**src/hw/te_act_map.vh**
```
`ifndef TE_ACT_MAP_VH
`define TE_ACT_MAP_VH

// State codes, one per activation state
`define TE_F1 4'h1
`define TE_F2 4'h2
`define TE_F3 4'h3
`define TE_F4 4'h4
`define TE_F5 4'h5
`define TE_F6 4'h6
`define TE_F7 4'h7
`define TE_F8 4'h8
`define TE_STATE_RESET 4'h1

// Transmitted signal codes
`define TE_TX_INFO0 2'h0
`define TE_TX_INFO1 2'h1
`define TE_TX_INFO3 2'h3

// Error indication cause values
`define TE_CAUSE_ERROR    1'h0
`define TE_CAUSE_RECOVERY 1'h1

// Timing
`define TE_CLK_KHZ      40000
`define TE_T3_MS        1000
`define TE_DEBOUNCE_MS  750
`define TE_ID_WINDOW_US 5000

`endif

```
**src/hw/te_sync3.v**
```verilog
`timescale 1ns/1ps
module te_sync3 (
    input  wire clk,    // System clock
    input  wire rst_n,  // Synchronised reset, active low
    input  wire din,    // Asynchronous level
    output reg  dout    // Filtered, synchronised level
);
    reg q1;
    reg q2;
    reg q3;

    // Three stages; a change counts only once stages two and three agree
    always @(posedge clk or negedge rst_n) begin
        if (!rst_n) begin
            q1   <= 1'b0;
            q2   <= 1'b0;
            q3   <= 1'b0;
            dout <= 1'b0;
        end else begin
            q1 <= din;
            q2 <= q1;
            q3 <= q2;
            if (q2 == q3) begin
                dout <= q3;
            end
        end
    end
endmodule

```
**src/hw/te_timer.v**
```verilog
`timescale 1ns/1ps
module te_timer #(
    parameter [31:0] LOAD = 32'h0000_0001
) (
    input  wire clk,      // System clock
    input  wire rst_n,    // Synchronised reset, active low
    input  wire start,    // Load and run, restarts a running timer
    input  wire stop,     // Abandon without expiry, wins over start
    output reg  running,  // Timer counting
    output reg  expired   // One-cycle pulse at expiry
);
    reg [31:0] count;

    // Down counter; a zero load would never expire, so treat it as one
    always @(posedge clk or negedge rst_n) begin
        if (!rst_n) begin
            count   <= 32'h0000_0000;
            running <= 1'b0;
            expired <= 1'b0;
        end else begin
            expired <= 1'b0;
            if (stop) begin
                running <= 1'b0;
            end else if (start) begin
                count   <= (LOAD == 32'h0000_0000) ? 32'h0000_0001 : LOAD;
                running <= 1'b1;
            end else if (running) begin
                if (count <= 32'h0000_0001) begin
                    running <= 1'b0;
                    expired <= 1'b1;
                end else begin
                    count <= count - 32'h0000_0001;
                end
            end
        end
    end
endmodule

```
**src/hw/te_activation_fsm.v**
```verilog
// How it works
// Power on in F1 enters F2
// Power loss returns to F1 with indications
// Line power detection events are ignored
// Leaving F2 on INFO reports connected
// Power loss from F3 up reports disconnected
// INFO 0 in F6-F8 deactivates to F3
// Unclassified signal in F4 enters F5
// F5 reached within 5 ms of signal
// Unsyncable zero patterns must still reach F5
// Optional debounce timer after INFO 0 exit
// Layer-2 deactivate withheld until debounce expiry
// T3 expiry in F6 deactivates via F3
// T3 covers the whole activation time
// Error indication on framing loss, INFO 2
// Recovery indication on INFO 2/4 in F8
// Send INFO 1 in F4, INFO 3 F6/F7
// Activate request starts T3; expiry deactivates
// INFO 2 to F6, INFO 4 to F7
`timescale 1ns/1ps
`include "te_act_map.vh"
module te_activation_fsm #(
    parameter [31:0] T3_CYCLES       = `TE_T3_MS * `TE_CLK_KHZ,      // T3 length
    parameter [31:0] DEBOUNCE_CYCLES = `TE_DEBOUNCE_MS * `TE_CLK_KHZ // Debounce length
) (
    input  wire       CLK,           // 40 MHz clock
    input  wire       ARST_N,        // Asynchronous reset, active low
    input  wire       LOCAL_POWER,   // Local power good, asynchronous pin
    input  wire       RX_INFO0,      // Receiver sees INFO 0
    input  wire       RX_INFO2,      // Receiver classified INFO 2
    input  wire       RX_INFO4,      // Receiver classified INFO 4
    input  wire       RX_SIGNAL,     // Signal present, type not yet classified
    input  wire       RX_FRAME_LOST, // Receiver lost framing
    input  wire       ACT_REQ,       // Activate request from layer 2, pulse
    input  wire       DEBOUNCE_EN,   // Use deactivate debounce timer
    output reg  [1:0] TX_INFO,       // Signal to transmit
    output reg  [3:0] STATE,         // Current state code
    output reg        PH_AI,         // Activate indication to layer 2
    output wire       PH_DI,         // Deactivate indication to layer 2
    output reg        MPH_AI,        // Activate indication to management
    output reg        MPH_DI,        // Deactivate indication to management
    output reg        MPH_II_C,      // Connected indication
    output reg        MPH_II_D,      // Disconnected indication
    output reg        MPH_EI,        // Error indication
    output reg        MPH_EI_CAUSE   // Cause: 0 error, 1 recovery
);
    reg        rst_s1;
    reg        rst_n;
    wire       power_ok;
    reg  [3:0] next_state;
    reg  [1:0] next_tx;
    reg        next_ph_ai;
    reg        next_ph_di;
    reg        next_mph_ai;
    reg        next_mph_di;
    reg        next_ii_c;
    reg        next_ii_d;
    reg        next_ei;
    reg        next_cause;
    reg        ph_di_now;
    reg        t3_start;
    reg        t3_stop;
    reg        db_start;
    reg        db_cancel;
    wire       t3_expired;
    wire       db_running;
    wire       db_expired;
    reg        info0_exit;

    // Reset release through two flops
    always @(posedge CLK or negedge ARST_N) begin
        if (!ARST_N) begin
            rst_s1 <= 1'b0;
            rst_n  <= 1'b0;
        end else begin
            rst_s1 <= 1'b1;
            rst_n  <= rst_s1;
        end
    end

    // Power pin crosses in from outside the clock domain
    te_sync3 u_power_sync (
        .clk   (CLK),
        .rst_n (rst_n),
        .din   (LOCAL_POWER),
        .dout  (power_ok)
    );

    // Supervisory timer, long enough for the whole access to activate
    te_timer #(
        .LOAD (T3_CYCLES)
    ) u_t3 (
        .clk     (CLK),
        .rst_n   (rst_n),
        .start   (t3_start),
        .stop    (t3_stop),
        .running (),
        .expired (t3_expired)
    );

    // Debounce timer holding back the layer-2 deactivate
    te_timer #(
        .LOAD (DEBOUNCE_CYCLES)
    ) u_debounce (
        .clk     (CLK),
        .rst_n   (rst_n),
        .start   (db_start),
        .stop    (db_cancel),
        .running (db_running),
        .expired (db_expired)
    );

    // Transition matrix; there is no line-power input at all
    always @* begin
        next_state  = STATE;
        next_ph_ai  = 1'b0;
        ph_di_now   = 1'b0;
        next_mph_ai = 1'b0;
        next_mph_di = 1'b0;
        next_ii_c   = 1'b0;
        next_ii_d   = 1'b0;
        next_ei     = 1'b0;
        next_cause  = `TE_CAUSE_ERROR;
        t3_start    = 1'b0;
        t3_stop     = 1'b0;
        info0_exit  = 1'b0;
        if (STATE != `TE_F1 && !power_ok) begin
            // Power loss beats every line event
            next_state = `TE_F1;
            t3_stop    = 1'b1;
            if (STATE >= `TE_F3) begin
                next_ii_d = 1'b1;
            end
            if (STATE >= `TE_F4) begin
                next_mph_di = 1'b1;
                ph_di_now   = 1'b1;
            end
        end else begin
            case (STATE)
                `TE_F1: begin
                    if (power_ok) begin
                        next_state = `TE_F2;
                    end
                end
                `TE_F2: begin
                    if (RX_INFO4) begin
                        next_ii_c   = 1'b1;
                        next_ph_ai  = 1'b1;
                        next_mph_ai = 1'b1;
                        next_state  = `TE_F7;
                    end else if (RX_INFO2) begin
                        next_ii_c  = 1'b1;
                        next_state = `TE_F6;
                    end else if (RX_INFO0) begin
                        next_ii_c  = 1'b1;
                        next_state = `TE_F3;
                    end
                end
                `TE_F3: begin
                    if (RX_INFO4) begin
                        next_ph_ai  = 1'b1;
                        next_mph_ai = 1'b1;
                        t3_stop     = 1'b1;
                        next_state  = `TE_F7;
                    end else if (RX_INFO2) begin
                        // Also the way back after a brief T3 dip from F6
                        next_state = `TE_F6;
                    end else if (ACT_REQ) begin
                        t3_start   = 1'b1;
                        next_state = `TE_F4;
                    end
                end
                `TE_F4, `TE_F5: begin
                    if (t3_expired) begin
                        next_mph_di = 1'b1;
                        ph_di_now   = 1'b1;
                        next_state  = `TE_F3;
                    end else if (RX_INFO4) begin
                        next_ph_ai  = 1'b1;
                        next_mph_ai = 1'b1;
                        t3_stop     = 1'b1;
                        next_state  = `TE_F7;
                    end else if (RX_INFO2) begin
                        next_state = `TE_F6;
                    end else if (STATE == `TE_F4 && RX_SIGNAL) begin
                        // No waiting here, so the 5 ms bound holds unless power loss, T3 expiry, INFO 2 or INFO 4 wins first
                        next_state = `TE_F5;
                    end
                end
                `TE_F6: begin
                    if (t3_expired) begin
                        next_mph_di = 1'b1;
                        ph_di_now   = 1'b1;
                        next_state  = `TE_F3;
                    end else if (RX_INFO0) begin
                        next_mph_di = 1'b1;
                        ph_di_now   = 1'b1;
                        next_state  = `TE_F3;
                    end else if (RX_INFO4) begin
                        next_ph_ai  = 1'b1;
                        next_mph_ai = 1'b1;
                        next_ei     = 1'b1;
                        next_cause  = `TE_CAUSE_RECOVERY;
                        t3_stop     = 1'b1;
                        next_state  = `TE_F7;
                    end else if (RX_FRAME_LOST) begin
                        next_ei    = 1'b1;
                        next_cause = `TE_CAUSE_ERROR;
                        next_state = `TE_F8;
                    end
                end
                `TE_F7: begin
                    if (RX_INFO0) begin
                        next_mph_di = 1'b1;
                        info0_exit  = 1'b1;
                        next_state  = `TE_F3;
                    end else if (RX_INFO2) begin
                        next_ei    = 1'b1;
                        next_cause = `TE_CAUSE_ERROR;
                        next_state = `TE_F6;
                    end else if (RX_FRAME_LOST) begin
                        next_ei    = 1'b1;
                        next_cause = `TE_CAUSE_ERROR;
                        next_state = `TE_F8;
                    end
                end
                `TE_F8: begin
                    if (t3_expired) begin
                        next_mph_di = 1'b1;
                        ph_di_now   = 1'b1;
                        next_state  = `TE_F3;
                    end else if (RX_INFO0) begin
                        next_mph_di = 1'b1;
                        next_ei     = 1'b1;
                        next_cause  = `TE_CAUSE_RECOVERY;
                        info0_exit  = 1'b1;
                        next_state  = `TE_F3;
                    end else if (RX_INFO4) begin
                        next_ph_ai  = 1'b1;
                        next_mph_ai = 1'b1;
                        next_ei     = 1'b1;
                        next_cause  = `TE_CAUSE_RECOVERY;
                        t3_stop     = 1'b1;
                        next_state  = `TE_F7;
                    end else if (RX_INFO2) begin
                        next_ei    = 1'b1;
                        next_cause = `TE_CAUSE_RECOVERY;
                        next_state = `TE_F6;
                    end
                end
                default: begin
                    next_state = `TE_F1;
                end
            endcase
        end
    end

    // Debounce control: withhold, cancel on F7 re-entry, else deliver later
    always @* begin
        db_start   = 1'b0;
        db_cancel  = 1'b0;
        next_ph_di = ph_di_now;
        if (info0_exit) begin
            if (DEBOUNCE_EN) begin
                db_start = 1'b1;
            end else begin
                next_ph_di = 1'b1;
            end
        end
        // Another deactivate already reaches layer 2, so a pending one is moot
        if (ph_di_now) begin
            db_cancel = 1'b1;
        end
        if (db_running && next_state == `TE_F7 && STATE != `TE_F7) begin
            db_cancel = 1'b1;
        end
    end

    // Transmitted signal follows the next state
    always @* begin
        case (next_state)
            `TE_F4:  next_tx = `TE_TX_INFO1;
            `TE_F6:  next_tx = `TE_TX_INFO3;
            `TE_F7:  next_tx = `TE_TX_INFO3;
            default: next_tx = `TE_TX_INFO0;
        endcase
    end

    // State and indication registers
    always @(posedge CLK or negedge rst_n) begin
        if (!rst_n) begin
            STATE        <= `TE_STATE_RESET;
            TX_INFO      <= `TE_TX_INFO0;
            PH_AI        <= 1'b0;
            MPH_AI       <= 1'b0;
            MPH_DI       <= 1'b0;
            MPH_II_C     <= 1'b0;
            MPH_II_D     <= 1'b0;
            MPH_EI       <= 1'b0;
            MPH_EI_CAUSE <= `TE_CAUSE_ERROR;
        end else begin
            STATE    <= next_state;
            TX_INFO  <= next_tx;
            PH_AI    <= next_ph_ai;
            MPH_AI   <= next_mph_ai;
            MPH_DI   <= next_mph_di;
            MPH_II_C <= next_ii_c;
            MPH_II_D <= next_ii_d;
            MPH_EI   <= next_ei;
            if (next_ei) begin
                MPH_EI_CAUSE <= next_cause;
            end
        end
    end

    // Layer-2 deactivate: immediate ones registered, debounced one from timer
    reg ph_di_reg;
    always @(posedge CLK or negedge rst_n) begin
        if (!rst_n) begin
            ph_di_reg <= 1'b0;
        end else begin
            ph_di_reg <= next_ph_di;
        end
    end

    assign PH_DI = ph_di_reg | db_expired;
endmodule

```
**config.mk**
```make
export PLATFORM = sky130hd
export DESIGN_NAME = te_activation_fsm
export DESIGN_NICKNAME = d
export VERILOG_FILES = /design/src/hw/te_sync3.v /design/src/hw/te_timer.v /design/src/hw/te_activation_fsm.v
export VERILOG_INCLUDE_DIRS = /design/src /design/src/hw
export SDC_FILE = /design/constraint.sdc
export NUM_CORES = 1
export LEC_CHECK = 0
export ABC_CLOCK_PERIOD_IN_PS = 4650
export BUFFER_PORTS_ARGS = -buffer_cell sky130_fd_sc_hd__clkbuf_2
export CAP_MARGIN = 40
export CORE_ASPECT_RATIO = 0.75
export CORE_UTILIZATION = 63
export DETAILED_ROUTE_END_ITERATION = 12
export PLACE_DENSITY = 0.88
export SETUP_SLACK_MARGIN = 0.2
export SLEW_MARGIN = 20
export SYNTH_ARGS = -nofsm -noshare
export SYNTH_HDL_FRONTEND = slang
export SYNTH_SLANG_ARGS = --single-unit
```
**constraint.sdc**
```tcl
create_clock -name CLK -period 4.65 [get_ports CLK]
set_clock_uncertainty 0.15 [all_clocks]
set_input_delay 0.465 -clock CLK [delete_from_list [all_inputs] [get_ports CLK]]
set_output_delay 0.465 -clock CLK [all_outputs]
set_load 0.01 [all_outputs]
```
==> key figures <==
Global routing
  – Antenna violations before repair: 0
  – Largest net degree at the start of global routing: between 50 and 60
  – Total track usage: a little under a third
  – Grt ovf: 0
  – First-pass GRT wire length: ~20,000 um
  – Vias in the first global route: between 4,000 and 5,000

Cells and area
  – Design Area, Final: roughly 5400 um2
  – Nets: roughly 600
  – Ant diodes: 0
  – Largest registers: u_debounce.count x32, u_t3.count x32, STATE x4
  – Layout cell share with drive strength beyond 1: between 10% and 20%
  – Area delta synth->final: 7.41%

Worst setup path
  – Crit path kind: reg2reg
  – Max stage delay on crit path: 0.75 ns
  – Crit. End Element: flip-flop
  – Worst Path Buf+Inv: 0
  – CP startpoint kind: flip-flop
  – Crit path cell chain: or4b_1 > o21ai_1 > and4_1 > a21oi_1 > or4_1 > or4_1 > a21oi_1
  – Max stage delay cell, worst path: dfrtp_1
  – Req. time, crit path: roughly 4.8 ns
  – CP Max Fanout: 22
  – CP delay by family, top: simple AND/OR/NAND/NOR gates
  – WP data arrival: roughly 3.7 ns

Outcome
  – Outcome: finished clean

Power
  – Seq pwr share: approximately two fifths
  – Clock Power Share: approximately 19%
  – Gate power share: 39.4%
  – Psw: about 1.2 mW
  – Leakage: about 2.3 nW
  – Largest vdd supply drop: roughly 0.27 mV
  – Switching power share of the total: between 40 and 50%
  – Pwr Density: roughly 500 nW/um2
  – Int Power: 1.57 mW

STA
  – Setup TNS: 0 ns
  – Slew of the pin with the lowest slew margin: 0.798 ns
  – Fmax: 280 MHz
  – RSZ-0062 raised after global routing: no
  – Final period util: between 70% and 80%
  – Setup violators final: 0
  – Fin crit period: approximately 3.6 ns
  – Worst Slack Setup Final: 1.08 ns
  – Final hold violation count: 0
  – Rel. slew slack: between 40% and 50%
  – Final Max Slew Viols: 0
  – WHS: roughly 0.060 ns

Placement
  – DP Worst Slack: between 1 and 1.5 ns
  – Port-buffer cells: 23
  – Hpwl dp: between 7000 and 8000 um
  – RD Place Congestion: 0.971
  – Dpl cell area: 5220 um2

Clock network
  – CTS tree: done
  – Worst-skew pair later-pin latency: ~0.38 ns
  – Clock Path Buffers: 2
  – CTS Buf Count: 9
  – Clock sinks: 87
  – CTS resizes: 0
  – CTS root buf: clkbuf_8
  – H-tree depth: 3
  – Clock transition at path regs: between 0.1 and 0.15 ns

Floorplan
  – Die footprint: between 8000 and 9000 um2
  – Row count: 27
  – Die span in x: approximately 110 um
  – IO Count: 24
  – Starting density of the core: approximately 67%
  – Die height: slightly below 80 um
  – Core box area: between 7000 and 8000 um2

Detailed routing
  – DRC viols: 0
  – Post-Route WL: about 12,000 um
  – Post-route ant nets: 0
  – Iteration-0 DRC Markers: 509
  – Vias per inst: approximately 7
  – Via count: 4,655
  – DRT Pass-1 Iters: 5
  – Drt wl/cell: around 18 um

Synth
  – Synthesis Warnings: 0
  – Synth unique cells: 69
  – Synthesized instance count: around 570
  – Synthesized flop and latch total: just under 90
  – Main synth FF type: dfrtp_1
  – Syn Nets: between 500 and 600
  – Post-synth EDFFs: 0
  – Mapped cell area: approximately 5000 um2
  – Mapped Avg Cell Area: 8.92 um2
  – Post-synth ARST share: 100%
  – Seq/Total Area, Yosys: 43.1%

Run
  – Max cap viols: 0

Hold path
  – Hold Crit Class: in2reg
-- power groups by stage --
| stage | combinational [mW] | sequential (mW) | clock [mW] |
|---|---|---|---|
| after CTS | 1.06 | 1.12 | 0.533 |
| after detailed placement | 1.05 | 1.13 | 0 |
| after floorplan | 0.819 | 1.09 | 0 |
| final | 1.08 | 1.13 | 0.527 |
| after global routing | 1.19 | 1.16 | 0.567 |
| after global placement | 0.996 | 1.13 | 0 |
-- layer usage --
layer / global-route usage (%) / vias to the layer above / wire, um
met4: 11.5 / 0 / 221
met5: 0 / - / 0
met3: 8.00 / 33 / 1110
li1: - / 2116 / -
met1: 42.0 / 2249 / 5220
met2: 47.1 / 257 / 5400
-- worst reg2reg max path: stages (launching register included) --
cell and delay (ns):
dfrtp_1 0.75, or4b_1 0.57, o21ai_1 0.25, and4_1 0.40, a21oi_1 0.24, or4_1 0.56
or4_1 0.41, a21oi_1 0.16
-- layout make-up --
class                   instances  area (um2)
multi-input cells             429        2660
clock inverters                 7        72.6
clock buffers                   9         124
flip-flops and latches         87        2180
well taps                     101         126
inverters                      10        37.5
fillers                       532        2110
repair buffers                 33         220
-- metrics by stage --
step / std cells / power, mW / util (%)
global placement: 657 / 2.12 / 68.6
floorplan: 566 / 1.91 / -
CTS: 676 / 2.71 / 72.0
global route: 676 / 2.92 / 72.0
detailed placement: 659 / 2.18 / 69.2
finish: 676 / 2.74 / 72.0
-- synth_stat cells (all sizes together), types with 3 or more instances --
cell type | count | area share [%]
nor4b | 3 | 0.52
buf | 8 | 0.99
nand2 | 29 | 2.2
nand4 | 7 | 0.87
and3 | 6 | 0.74
a211oi | 3 | 0.45
nand3b | 4 | 0.59
nand2b | 4 | 0.50
dfrtp | 86 | 43
or4 | 22 | 3.4
a31oi | 8 | 0.99
nor2b | 6 | 0.74
and4 | 10 | 1.7
o31a | 3 | 0.52
nor2 | 55 | 4.1
a21o | 4 | 0.59
o21a | 3 | 0.45
nor3b | 7 | 1.0
a21oi | 35 | 3.5
o41ai | 3 | 0.52
or3 | 29 | 3.7
xnor2 | 22 | 3.8
ha | 4 | 0.99
inv | 10 | 0.74
o31ai | 10 | 1.5
or2 | 5 | 0.62
o21ai | 35 | 3.5
nor3 | 35 | 3.5
or4b | 3 | 0.59
nor4 | 24 | 3.2
a31o | 3 | 0.52
nand3 | 15 | 1.5
nand4b | 5 | 0.87
clkbuf | 31 | 2.6
-- cells in the final DEF, fill, tap and decap left out, drive strengths merged, types with 9 or more instances in the layout --
| cell | n |
|---|---|
| inv | 14 |
| nor2 | 55 |
| buf | 9 |
| o21ai | 35 |
| xnor2 | 22 |
| and4 | 10 |
| nor4 | 24 |
| clkbuf | 32 |
| dfrtp | 86 |
| or4 | 22 |
| o31ai | 10 |
| a21oi | 35 |
| nand2 | 29 |
| or3 | 29 |
| nor3 | 35 |
| nand3 | 15 |
-- cell families after synthesis --
kind of cell               Yosys count  share of synthesized area (%)
muxes                                3                          0.620
xor gates and xnor gates            22                           3.82
DFF                                 87                           43.1
AOI/OAI and AO/OA                  123                           15.3
adders and majority gates            5                           1.19
and+or+nand+nor                    275                           31.3
other                                1                         0.0743
buffers and inverters               50                           4.49
-- path summary, 6_finish.rpt --
path / from / end / slack, ns / cells after the start
max in group asynchronous: rst_n / STATE[0] / 3.56 / 1
min in group asynchronous: rst_n / u_debounce.count[10] / 0.13 / 0
hold reg to reg: rst_n / u_debounce.count[10] / 0.13 / 0
setup / recovery: STATE[3] / u_debounce.count[20] / 1.08 / 7
setup reg to reg: STATE[3] / u_debounce.count[20] / 1.08 / 7
hold / removal: LOCAL_POWER / u_power_sync.q1 / 0.06 / 1
-- timing repair --
item	CTS	global route
setup buffers	0	0
endpoints found under the hold margin	2	0
hold buffers	1	0
Note: power is estimated with default switching activity, not from simulation.
